## config.mk

```make
export PLATFORM = sky130hd
export DESIGN_NAME = tsic_trap_irq_ctrl
export DESIGN_NICKNAME = d
export VERILOG_FILES = /design/src/hw/tsic_pkg.sv /design/src/hw/tsic_trap_irq_ctrl.sv /design/src/hw/tsic_sticky.sv /design/src/hw/tsic_edge_detect.sv
export SDC_FILE = /design/constraint.sdc
export NUM_CORES = 1
export LEC_CHECK = 0
export ABC_AREA = 1
export BUFFER_PORTS_ARGS = -buffer_cell sky130_fd_sc_hd__buf_2
export CORE_MARGIN = 8
export CORE_UTILIZATION = 40
export CTS_CLUSTER_DIAMETER = 60
export DETAILED_ROUTE_END_ITERATION = 10
export GPL_TIMING_DRIVEN = 0
export PLACE_DENSITY_LB_ADDON = 0.12
export SYNTH_ARGS = -nofsm -noshare
export SYNTH_HDL_FRONTEND = slang
export SYNTH_SLANG_ARGS = --single-unit
```

## constraint.sdc

```tcl
create_clock -name i_clk_sys -period 1.8 [get_ports i_clk_sys]
set_input_delay 0.45 -clock i_clk_sys [delete_from_list [all_inputs] [get_ports i_clk_sys]]
set_output_delay 0.45 -clock i_clk_sys [all_outputs]
set_load 0.05 [all_outputs]
```

## src/hw/tsic_pkg.sv

```systemverilog
// shared constants and types for the trap status and interrupt control block
package tsic_pkg;

  // bus geometry
  localparam int AW = 5;
  localparam int DW = 32;
  localparam int RW = 16;

  // register byte offsets
  localparam logic [AW-1:0] OFS_CTRL_ONE = 5'h00;
  localparam logic [AW-1:0] OFS_CTRL_TWO = 5'h04;
  localparam logic [AW-1:0] OFS_IRQ_STATUS = 5'h08;
  localparam logic [AW-1:0] OFS_IRQ_CLEAR = 5'h0C;
  localparam logic [AW-1:0] OFS_IRQ_ENABLE = 5'h10;

  // interrupt_control_one fields
  localparam int POS_NEST_DIS = 15;
  localparam int POS_TRAP_LO = 1;
  localparam int POS_TRAP_HI = 4;

  // interrupt_control_two fields
  localparam int POS_ALT_VEC = 15;
  localparam int POS_TMP_OFF = 14;
  localparam int POS_EDGE_POL_LO = 0;

  // event bits of the status, clear and enable registers
  localparam int N_TRAP = 4;
  localparam int EXT_MAX = 3;
  localparam int N_EV = N_TRAP + EXT_MAX;
  localparam int EV_EXT_LO = N_TRAP;

  // reset values
  localparam logic [RW-1:0] RST_CTRL_ONE = 16'h0000;
  localparam logic [RW-1:0] RST_CTRL_TWO = 16'h0000;
  localparam logic [N_EV-1:0] RST_IRQ_ENABLE = 7'h00;

  // vector index and priority widths
  localparam int VEC_IDX_W = 7;
  localparam int PRIO_W = 4;

  // trap events from the core, order matches bits 4..1
  typedef struct packed {
    logic arith;
    logic addr;
    logic stack;
    logic osc;
  } tsic_trap_s;

  // preemption query from the core
  typedef struct packed {
    logic in_service;
    logic [PRIO_W-1:0] req_prio;
    logic [PRIO_W-1:0] cur_prio;
  } tsic_prio_s;

endpackage

```

## src/hw/tsic_trap_irq_ctrl.sv

```systemverilog
// trap status and interrupt control registers behind an avalon-mm slave
//
// Contract
// - nesting disable blocks preemption of serviced interrupt
// - arithmetic trap flag at bit 4
// - address trap flag at bit 3
// - stack trap flag at bit 2
// - oscillator failure trap flag at bit 1
// - unused control one bits read zero
// - alternate vector select picks alternate table
// - status bit mirrors temporary interrupt disable
// - polarity one falling edge, zero rising
`timescale 1ns/1ps
module tsic_trap_irq_ctrl
  import tsic_pkg::*;
#(
  parameter int N_EXT = 3,
  parameter logic [15:0] VEC_BASE_STD = 16'h0004,
  parameter logic [15:0] VEC_BASE_ALT = 16'h0104
) (
  input wire logic i_clk_sys,
  input wire logic i_reset,
  // avalon-mm slave
  input wire logic [AW-1:0] i_avs_address,
  input wire logic i_avs_read,
  input wire logic i_avs_write,
  input wire logic [DW-1:0] i_avs_writedata,
  input wire logic [3:0] i_avs_byteenable,
  output logic [DW-1:0] o_avs_readdata,
  output logic o_avs_waitrequest,
  // core side
  input wire tsic_trap_s i_trap,
  input wire logic i_temp_irq_off,
  input wire logic [N_EXT-1:0] i_ext_irq,
  input wire tsic_prio_s i_prio,
  input wire logic [VEC_IDX_W-1:0] i_vec_index,
  output logic o_nesting_disable,
  output logic o_alt_vector_select,
  output logic [N_EXT-1:0] o_ext_irq_edge,
  output logic o_preempt_ok,
  output logic [15:0] o_vector_addr,
  output logic o_irq
);

  if (N_EXT < 1 || N_EXT > EXT_MAX) begin : g_chk
    $error("tsic_trap_irq_ctrl: N_EXT must be 1..3");
  end

  // clear and enable writes look at byte lane 0 only
  if (N_EV > 8) begin : g_chk_lane
    $error("tsic_trap_irq_ctrl: event bits must fit byte lane 0");
  end

  if (POS_TRAP_HI - POS_TRAP_LO + 1 != N_TRAP) begin : g_chk_trap
    $error("tsic_trap_irq_ctrl: trap field width must match N_TRAP");
  end

  if (POS_TRAP_HI > 7) begin : g_chk_trap_lane
    $error("tsic_trap_irq_ctrl: trap field must sit in byte lane 0");
  end

  if (POS_EDGE_POL_LO + EXT_MAX > 8) begin : g_chk_pol
    $error("tsic_trap_irq_ctrl: polarity field must sit in byte lane 0");
  end

  if (POS_NEST_DIS / 8 != 1 || POS_ALT_VEC / 8 != 1) begin : g_chk_hi
    $error("tsic_trap_irq_ctrl: upper control bits must sit in lane 1");
  end

  // slot offset is index times two and must stay inside 16 bits
  if (VEC_IDX_W > 15) begin : g_chk_vec
    $error("tsic_trap_irq_ctrl: vector index too wide");
  end

  if (RW > DW) begin : g_chk_rw
    $error("tsic_trap_irq_ctrl: register image wider than the bus");
  end

  // ---------------------------------------------------------------
  // bus handshake: one wait cycle, then the answer
  // ---------------------------------------------------------------
  logic resp_q;
  logic [DW-1:0] rd_data_q;

  wire bus_req = i_avs_read | i_avs_write;
  wire bus_first = bus_req & ~resp_q;
  wire wr_fire = i_avs_write & resp_q;
  wire rd_capture = i_avs_read & ~resp_q;

  // the wait cycle lets read data come from a flop, not the decode path
  assign o_avs_waitrequest = bus_first;
  assign o_avs_readdata = rd_data_q;

  always_ff @(posedge i_clk_sys) begin
    if (i_reset) begin
      resp_q <= 1'b0;
    end else begin
      resp_q <= bus_first;
    end
  end

  // ---------------------------------------------------------------
  // address decode and byte lanes
  // ---------------------------------------------------------------
  wire [AW-1:0] word_addr = {i_avs_address[AW-1:2], 2'b00};
  wire sel_one = (word_addr == OFS_CTRL_ONE);
  wire sel_two = (word_addr == OFS_CTRL_TWO);
  wire sel_stat = (word_addr == OFS_IRQ_STATUS);
  wire sel_clr = (word_addr == OFS_IRQ_CLEAR);
  wire sel_en = (word_addr == OFS_IRQ_ENABLE);

  wire lane0 = i_avs_byteenable[0];
  wire lane1 = i_avs_byteenable[1];

  wire wr_one_lo = wr_fire & sel_one & lane0;
  wire wr_one_hi = wr_fire & sel_one & lane1;
  wire wr_two_lo = wr_fire & sel_two & lane0;
  wire wr_two_hi = wr_fire & sel_two & lane1;
  wire wr_clr_lo = wr_fire & sel_clr & lane0;
  wire wr_en_lo = wr_fire & sel_en & lane0;

  // ---------------------------------------------------------------
  // software-writable control bits and the read-only temporary disable mirror
  // ---------------------------------------------------------------
  logic nesting_disable;
  logic alt_vector_select;
  logic [EXT_MAX-1:0] ext_edge_polarity;
  logic [N_EV-1:0] irq_enable;
  logic temp_irq_off_status;

  wire [EXT_MAX-1:0] wd_pol =
    i_avs_writedata[POS_EDGE_POL_LO +: EXT_MAX];

  always_ff @(posedge i_clk_sys) begin
    if (i_reset) begin
      nesting_disable <= RST_CTRL_ONE[POS_NEST_DIS];
    end else if (wr_one_hi) begin
      nesting_disable <= i_avs_writedata[POS_NEST_DIS];
    end
  end

  always_ff @(posedge i_clk_sys) begin
    if (i_reset) begin
      alt_vector_select <= RST_CTRL_TWO[POS_ALT_VEC];
    end else if (wr_two_hi) begin
      alt_vector_select <= i_avs_writedata[POS_ALT_VEC];
    end
  end

  always_ff @(posedge i_clk_sys) begin
    if (i_reset) begin
      ext_edge_polarity <= RST_CTRL_TWO[POS_EDGE_POL_LO +: EXT_MAX];
    end else if (wr_two_lo) begin
      ext_edge_polarity <= wd_pol;
    end
  end

  always_ff @(posedge i_clk_sys) begin
    if (i_reset) begin
      irq_enable <= RST_IRQ_ENABLE;
    end else if (wr_en_lo) begin
      irq_enable <= i_avs_writedata[N_EV-1:0];
    end
  end

  // read-only mirror of the core's temporary disable, one cycle late
  always_ff @(posedge i_clk_sys) begin
    if (i_reset) begin
      temp_irq_off_status <= RST_CTRL_TWO[POS_TMP_OFF];
    end else begin
      temp_irq_off_status <= i_temp_irq_off;
    end
  end

  // ---------------------------------------------------------------
  // trap status flags
  // ---------------------------------------------------------------
  logic [N_TRAP-1:0] trap_flags;
  wire [N_TRAP-1:0] trap_set = i_trap;
  wire [N_TRAP-1:0] wd_trap =
    i_avs_writedata[POS_TRAP_HI:POS_TRAP_LO];
  // writing one leaves a flag alone; only a zero clears it
  wire [N_TRAP-1:0] trap_clr = {N_TRAP{wr_one_lo}} & ~wd_trap;

  // flag order arith, addr, stack, osc lands on bits 4..1
  tsic_sticky #(
    .W(N_TRAP)
  ) u_trap_flags (
    .i_clk_sys(i_clk_sys),
    .i_reset(i_reset),
    .i_set(trap_set),
    .i_clr(trap_clr),
    .o_flags(trap_flags)
  );

  wire arith_trap_flag = trap_flags[3];
  wire addr_trap_flag = trap_flags[2];
  wire stack_trap_flag = trap_flags[1];
  wire osc_fail_trap_flag = trap_flags[0];

  // ---------------------------------------------------------------
  // external interrupt edge detection
  // ---------------------------------------------------------------
  logic [N_EXT-1:0] ext_edge;

  tsic_edge_detect #(
    .W(N_EXT)
  ) u_ext_edge (
    .i_clk_sys(i_clk_sys),
    .i_reset(i_reset),
    .i_level(i_ext_irq),
    .i_fall_sel(ext_edge_polarity[N_EXT-1:0]),
    .o_edge(ext_edge)
  );

  assign o_ext_irq_edge = ext_edge;

  wire [EXT_MAX-1:0] ext_edge_full = EXT_MAX'(ext_edge);

  // ---------------------------------------------------------------
  // interrupt status, clear and enable
  // ---------------------------------------------------------------
  logic [N_EV-1:0] irq_status;
  wire [N_EV-1:0] ev_set = {ext_edge_full, trap_set};
  wire [N_EV-1:0] ev_clr =
    {N_EV{wr_clr_lo}} & i_avs_writedata[N_EV-1:0];

  tsic_sticky #(
    .W(N_EV)
  ) u_irq_status (
    .i_clk_sys(i_clk_sys),
    .i_reset(i_reset),
    .i_set(ev_set),
    .i_clr(ev_clr),
    .o_flags(irq_status)
  );

  assign o_irq = |(irq_status & irq_enable);

  // ---------------------------------------------------------------
  // register images and read mux
  // ---------------------------------------------------------------
  logic [RW-1:0] img_one;
  logic [RW-1:0] img_two;

  always_comb begin
    img_one = '0;
    img_one[POS_NEST_DIS] = nesting_disable;
    img_one[POS_TRAP_HI:POS_TRAP_LO] = {arith_trap_flag,
      addr_trap_flag, stack_trap_flag, osc_fail_trap_flag};
  end

  always_comb begin
    img_two = '0;
    img_two[POS_ALT_VEC] = alt_vector_select;
    img_two[POS_TMP_OFF] = temp_irq_off_status;
    img_two[POS_EDGE_POL_LO +: EXT_MAX] = ext_edge_polarity;
  end

  // clear register is write-only; unmapped words read zero
  wire [DW-1:0] rd_mux =
    sel_one ? DW'(img_one) :
    sel_two ? DW'(img_two) :
    sel_stat ? DW'(irq_status) :
    sel_en ? DW'(irq_enable) :
    '0;

  always_ff @(posedge i_clk_sys) begin
    if (i_reset) begin
      rd_data_q <= '0;
    end else if (rd_capture) begin
      rd_data_q <= rd_mux;
    end
  end

  // ---------------------------------------------------------------
  // core-facing control outputs
  // ---------------------------------------------------------------
  wire higher_prio = i_prio.req_prio > i_prio.cur_prio;
  // with nesting off nothing may interrupt a source in service
  wire next_preempt_ok =
    ~i_prio.in_service | (~nesting_disable & higher_prio);

  wire [15:0] vec_base = alt_vector_select ?
    VEC_BASE_ALT : VEC_BASE_STD;
  // vector slots are two address units apart
  wire [15:0] next_vector_addr =
    vec_base + 16'({i_vec_index, 1'b0});

  always_ff @(posedge i_clk_sys) begin
    if (i_reset) begin
      o_preempt_ok <= 1'b0;
    end else begin
      o_preempt_ok <= next_preempt_ok;
    end
  end

  always_ff @(posedge i_clk_sys) begin
    if (i_reset) begin
      o_vector_addr <= '0;
    end else begin
      o_vector_addr <= next_vector_addr;
    end
  end

  assign o_nesting_disable = nesting_disable;
  assign o_alt_vector_select = alt_vector_select;

endmodule

```

## src/hw/tsic_sticky.sv

```systemverilog
// bank of sticky flags, set wins over clear
`timescale 1ns/1ps
module tsic_sticky #(
  parameter int W = 4
) (
  input wire logic i_clk_sys,
  input wire logic i_reset,
  input wire logic [W-1:0] i_set,
  input wire logic [W-1:0] i_clr,
  output logic [W-1:0] o_flags
);

  if (W < 1) begin : g_chk
    $error("tsic_sticky: W must be at least 1");
  end

  logic [W-1:0] next_flags;

  // a set landing with its clear keeps the flag
  assign next_flags = (o_flags & ~i_clr) | i_set;

  always_ff @(posedge i_clk_sys) begin
    if (i_reset) begin
      o_flags <= '0;
    end else begin
      o_flags <= next_flags;
    end
  end

endmodule

```

## src/hw/tsic_edge_detect.sv

```systemverilog
// per-input edge detector with selectable polarity
`timescale 1ns/1ps
module tsic_edge_detect #(
  parameter int W = 3
) (
  input wire logic i_clk_sys,
  input wire logic i_reset,
  input wire logic [W-1:0] i_level,
  input wire logic [W-1:0] i_fall_sel,
  output logic [W-1:0] o_edge
);

  if (W < 1) begin : g_chk
    $error("tsic_edge_detect: W must be at least 1");
  end

  logic primed;

  // first cycle after reset only loads history, no false edge from a high pin
  always_ff @(posedge i_clk_sys) begin
    if (i_reset) begin
      primed <= 1'b0;
    end else begin
      primed <= 1'b1;
    end
  end

  for (genvar g = 0; g < W; g++) begin : g_bit
    logic prev;
    wire rise = ~prev & i_level[g];
    wire fall = prev & ~i_level[g];
    // edges judged on the raw pin, so flipping polarity makes no edge
    wire hit = primed & (i_fall_sel[g] ? fall : rise);
    always_ff @(posedge i_clk_sys) begin
      if (i_reset) begin
        prev <= 1'b0;
        o_edge[g] <= 1'b0;
      end else begin
        prev <= i_level[g];
        o_edge[g] <= hit;
      end
    end
  end

endmodule

```

Yosys cells after proc, flatten, opt, wreduce, memory -nomap -nowiden
Cells that the tools add are included.
{"block": "word_totals", "regBits": 81, "latchBits": 0, "ram_bits": 0, "romBits": 0, "inputBits": 69, "output_inout_bits": 56, "elab_cells": 79, "mem_count": 0}
{"block": "classes", "n_addsub": 1, "mul": 0, "div": 0, "order_cmp": 1, "n_eq_ne": 4, "shifts": 0, "mux": 9, "n_bitwise": 44, "n_reduce_logical": 2}
{"operator": "$mux 16", "n": 2}
{"operator": "$and 1x1->1", "n": 23}
{"operator": "$and 7x7->7", "n": 3}
{"operator": "$mux 7", "n": 2}
{"operator": "$add 9x8->10", "n": 1}
{"operator": "$mux 9", "n": 1}
{"operator": "$not 1->1", "n": 9}
{"operator": "$and 4x4->4", "n": 2}
{"operator": "$not 4->4", "n": 2}
{"operator": "$not 7->7", "n": 1}
{"operator": "$or 7x7->7", "n": 1}
{"operator": "$reduce_or 7->1", "n": 1}
{"operator": "$eq 3x2->1 const B", "n": 2}
{"operator": "$logic_not 5->1", "n": 1}
{"operator": "$gt 4x4->1", "n": 1}
{"operator": "$mux 1", "n": 4}
{"operator": "$or 4x4->4", "n": 1}
{"operator": "$eq 3x1->1 const B", "n": 1}
{"operator": "$eq 3x3->1 const B", "n": 1}
{"operator": "$or 1x1->1", "n": 2}

Depth between registers and ports, before layout
{"block": "logic_depth", "word_depth": 7, "ltp_mapped": 8, "ltp_nobuf": 8}

Hierarchy
From an unflattened synthesis, not the netlist that was laid out.
{"block": "unflattened", "cells_unflattened": 357, "hier_area_um2": 2537.4}
{"module": "tsic_trap_irq_ctrl", "instances": 1, "cells_each": 265, "area_per_inst_um2": 1879.3, "seq_area_each_um2": 660.6}
{"module": "tsic_edge_detect", "instances": 1, "cells_each": 37, "area_per_inst_um2": 259.0, "seq_area_each_um2": 140.1}
{"module": "tsic_sticky (u_irq_status)", "instances": 1, "cells_each": 35, "area_per_inst_um2": 254.0, "seq_area_each_um2": 140.1}
{"module": "tsic_sticky (u_trap_flags)", "instances": 1, "cells_each": 20, "area_per_inst_um2": 145.1, "seq_area_each_um2": 80.1}

Least setup slack after synthesis
Ideal clock, no wire load.
{"block": "synth_path", "kind": "input port to output port", "from": "in i_avs_write", "to": "out o_avs_waitrequest", "arrival_ns": 1.132, "t_required_ns": 1.350, "slack_ns": 0.218, "stages": 2, "path_buffers": 0, "cell_sequence": "nor2_1 -> nor2_1"}
{"block": "synth_between", "elab_chain_cells": 2}
{"element": "start: declaration", "line_no": "tsic_trap_irq_ctrl.sv:26", "text": "input wire logic i_avs_write,"}
{"element": "$or 1x1->1", "line_no": "tsic_trap_irq_ctrl.sv:85", "text": "wire bus_req = i_avs_read | i_avs_write;"}
{"element": "$and 1x1->1", "line_no": "tsic_trap_irq_ctrl.sv:86", "text": "wire bus_first = bus_req & ~resp_q;"}
{"element": "end: declaration", "line_no": "tsic_trap_irq_ctrl.sv:30", "text": "output logic o_avs_waitrequest,"}
No other way between the ends.

Worst setup path after layout
{"block": "layout_path", "from": "reg u_irq_status.o_flags[2]", "to": "out o_irq"}
{"block": "layout_between", "elab_chain_cells": 2}
{"element": "start: declaration", "line_no": "tsic_sticky.sv:10", "text": "output logic [W-1:0] o_flags"}
{"element": "start signal: assignment", "line_no": "tsic_sticky.sv:26", "text": "o_flags <= next_flags;"}
{"element": "$and 7x7->7", "line_no": "tsic_trap_irq_ctrl.sv:238", "text": "assign o_irq = |(irq_status & irq_enable);"}
{"element": "$reduce_or 7->1", "line_no": "tsic_trap_irq_ctrl.sv:238"}
{"element": "end: declaration", "line_no": "tsic_trap_irq_ctrl.sv:42", "text": "output logic o_irq"}
No other way between the ends.

==> results <==
- The flow ran to the end, and the final reports show no timing, DRC or antenna violations.
- Traced cell by cell, the critical path runs through nand2_1, o21ai_0, a21oi_1, nand4_1, clkbuf_4.
- The placeable core area is 5890 um2.
- The critical hold path startpoint is i_prio[8].
- Setup violations remaining at the end of the flow were counted as 0.
- The post-route netlist has between 20% and 30% of its cells at a drive strength greater than 1.
- The total of flip-flops plus latches after synthesis is 51.
- The cell sitting at the root of the clock tree is a sky130_fd_sc_hd__clkbuf_8.
- Across all layers, the routed design uses about 2200 vias.
- The source-to-sink clock delay at the later pin of the worst-skew pair is around 0.3 ns.
- The die width is 93.7 um.
- Of all nets on the critical path, the largest fanout is 3.
- Synthesis produced a netlist whose cell count is roughly 340.
- Setup repair after global routing left no endpoint under its margin.
- The total of hold buffers inserted after clock tree synthesis is 0.
- The synthesized design devotes to its leading area cell type approximately 42% of total area.
- After routing the design area is 3030 um2.
- The cell area after placement is a little under 3000 um2.
- The total number of H-tree levels is 2.
- The synthesized area per cell is around 7.2 um2.
- The pre-antenna-repair detailed-routing pass consisted of 4 iterations.
- The signed area change from the synthesized netlist to the final layout is 25.2%.
- In this run the tightest slew margin relative to its limit is between 60% and 70%.
- The count of clock tree sinks is 51.
- The number of antenna violations at the first check in global routing came to 0.
- For the pin with the worst max-slew slack, the measured transition is ~0.55 ns.
- The library cells used most frequently in the layout, excluding fill and tap cells, are 68 x sky130_fd_sc_hd__nand2_1, 66 x sky130_fd_sc_hd__buf_2, 51 x sky130_fd_sc_hd__dfxtp_1.
- In this run the deepest clock path goes through 2 buffers.
- The worst path needs between 1.5 and 2 ns of the cycle, external delays included.
- The library cell with the largest summed area after synthesis is sky130_fd_sc_hd__dfxtp_1.
- After the last flow step, the layout net total stands at slightly above 500.
- Final hold analysis gives a worst-case slack of approximately 0.33 ns.
- Including well taps, the total number of placed cells is a little over 500.
- The ratio of total power to cell area is between 700 and 800 nW/um2.
- The clock skew after layout is 0.00649 ns.
- In this run the tool buffered the top-level ports with 66 buffer cells.
- The total negative setup slack is 0 ns.
- The CTS tree is yes.
- The proportion of register bits with asynchronous set or reset after synthesis is 0%.
- By area the synthesized netlist is led by sky130_fd_sc_hd__dfxtp_1 42%, sky130_fd_sc_hd__nand2_1 11%, sky130_fd_sc_hd__buf_4 9.3%.
- Buffers inserted during clock tree synthesis total 5.
- The slowest stage of the critical path belongs to the cell sky130_fd_sc_hd__dfxtp_1.
- The final weighted congestion in routability-driven placement is just over 0.8.
- The buffering stage count on the worst path with inverters included is 1.
- The worst register-to-register path has a depth of 5.
- The destination of the worst hold path is o_preempt_ok.
- Summed over all layers, the global routing overflow is 0.
- The largest net degree at the start of global routing is 14.
- The worst reg2reg path startpoint is resp_q.
- The antenna cell count is 0.
- The tightest min-delay check is of the in2reg type.
- After the first detailed-routing iteration, the DRC count stood at 80.
- The final standard cell count with taps included and fillers excluded is between 500 and 600.
- The DRC violation count after routing is 0.
- The count of endpoints failing hold in the final timing report came to 0.
- The first global-routing pass estimated 9.85 mm of wire.
- The number of fillers in the final layout is around 660.
- The type of element capturing the critical path is an output port.
- STA classifies the critical path startpoint as a flip-flop.
- The kind of cell with the highest combined delay on the critical path is flip-flops.
- The leakage component of the power is 0.00159 uW.
- The library cell used most frequently in the layout, excluding fill and tap cells, is sky130_fd_sc_hd__nand2_1.
- The via count of the first global-routing pass was approximately 2100.
- The number of stages on the worst hold path is 2.
- Of the synthesized area, sequential elements account for between 40% and 50%.
- For this configuration, the core starts out at a cell density of between 40% and 50%.
- The timing-limited maximum frequency is a little under 0.6 GHz.
- Max-cap violations in this run came to 0.
- In the synthesized netlist the dominant register cell turns out to be sky130_fd_sc_hd__dfxtp_1.
- The part of the cycle the worst path needs is between 90 and 100%.
- Across all register-to-register paths, the minimum setup slack is around 0.42 ns.
- For this run, the number of Yosys warnings is 0.
- In the final routed layout, each cell accounts on average for approximately 12 um.
- The number of setup buffers added after CTS is 0.
- The die span in y is approximately 94 um.
- Power comes to 2360 uW.
- The final number of max-transition violations is 0.
- The number of flops mapped to enable cells by yosys is 0.
- The biggest cell delay along the critical path is roughly 0.34 ns.
- The arrival time reported for the critical path endpoint is 1.29 ns.
- The number of ports placed on the die boundary is between 100 and 150.
- VDD sags by at most ~460 uV.
- The critical path is of the reg2out type.
- After legalization and detailed placement, the total HPWL measured 4.95 mm.
- Data on the critical path is required at its endpoint by around 1.4 ns.
- The total routed wirelength is roughly 6 mm.
- The clock-pin slew reported for the worst setup and hold paths after clock tree synthesis is 0.09 ns.
- The floorplan row count is 28.
- The count of unique library cells instantiated by Yosys is 28.
- The number of routed nets with antenna violations is 0.
- Summing every instance area after synthesis gives around 2400 um2.
- The detail-routed via count per cell is 4.34.
- The reg-to-reg endpoint is o_avs_readdata[2].
- The die area is 8790 um2.
- Global routing used between 10 and 15% of the available tracks.
metal layers:
layer / up-vias / global-route usage [%] / wire length, um / share of wire (%)
li1: 1202 / - / - / -
met1: 942 / 16.3 / 2640 / 43
met2: 76 / 23.6 / 2810 / 46
met3: 4 / 5.04 / 624 / 10
met4: 0 / 3.17 / 48 / 0.78
met5: - / 0 / 0 / 0
power by group:
part           leakage [uW]  total (uW)  internal [uW]  switching (uW)
clock             0.0000371         610            260             350
sequential         0.000420        1200           1180            23.7
combinational       0.00113         547            153             393
worst reg2reg max path: cells and delay by family (launching register included):
family | cells | cell delay [ns]
DFF | 1 | 0.34
buffers and inverters | 1 | 0.31
and+or+nand+nor | 4 | 0.62
repair_timing:
item                                    in CTS  in global routing
gates resized for setup                      0                  1
endpoints found under the setup margin       0                  1
hold endpoints to repair                     0                  0
cell type report:
| class | instances | area [um2] | area share, % |
|---|---|---|---|
| Buffer | 37 | 260 | 8.60 |
| Clock buffer | 6 | 72.6 | 2.40 |
| Inverter | 45 | 169 | 5.58 |
| Multi-Input combinational cell | 232 | 1080 | 35.6 |
| Sequential cell | 51 | 1020 | 33.7 |
| Tap cell | 75 | 93.8 | 3.10 |
| Timing Repair Buffer | 66 | 333 | 11.0 |
cells by family after synthesis:
kind of cell	synth area share, %
AND/OR/NAND/NOR	24.7
buffers and inverters	17.8
AO/OA/AOI/OAI	12.2
flip-flops	42.2
adder cells (fa/ha/maj)	2.59
XOR/XNOR	0.362
other	0.155
how the worst max path moves through the flow:
stage	cells past startpoint	slack, ns	from	to
after global routing	5	0.03	irq_enable[4]	o_irq
after global placement	4	0.11	i_reset	o_alt_vector_select
final	5	0.06	u_irq_status.o_flags[2]	o_irq
after detailed placement	4	0.11	i_reset	u_irq_status.o_flags[6]
after floorplan	2	0.22	i_avs_write	o_avs_waitrequest
after CTS	5	0.07	irq_enable[3]	o_irq
through the flow:
| stage | setup WS (ns) | utilization [%] |
|---|---|---|
| global placement | 0.111 | 50.1 |
| CTS | 0.0662 | 51.4 |
| detailed placement | 0.108 | 50.1 |
| global route | 0.0286 | 51.4 |
| floorplan | 0.218 | - |
| finish | 0.0644 | 51.4 |
registers in the layout, indices dropped and copies added, names as in the netlist:
signal	count
o_avs_readdata	9
o_vector_addr	9
irq_enable	7
u_irq_status.o_flags	7
u_trap_flags.o_flags	4
ext_edge_polarity	3
u_ext_edge.g_bit.prev	3
u_ext_edge.o_edge	3
o_alt_vector_select	1
o_nesting_disable	1
o_preempt_ok	1
resp_q	1
temp_irq_off_status	1
u_ext_edge.primed	1
Yosys cell counts, types with 3 or more instances:
cell                       instances
sky130_fd_sc_hd__nand4_1           3
sky130_fd_sc_hd__nor2_1           42
sky130_fd_sc_hd__nand3_1          15
sky130_fd_sc_hd__a211oi_1          3
sky130_fd_sc_hd__o21ai_0          20
sky130_fd_sc_hd__nor3_1            3
sky130_fd_sc_hd__dfxtp_1          51
sky130_fd_sc_hd__nand2_1          68
sky130_fd_sc_hd__inv_1            44
sky130_fd_sc_hd__a21oi_1          29
sky130_fd_sc_hd__ha_1              5
sky130_fd_sc_hd__buf_4            30
sky130_fd_sc_hd__clkbuf_1          4
(Power assumes the default switching activity.)
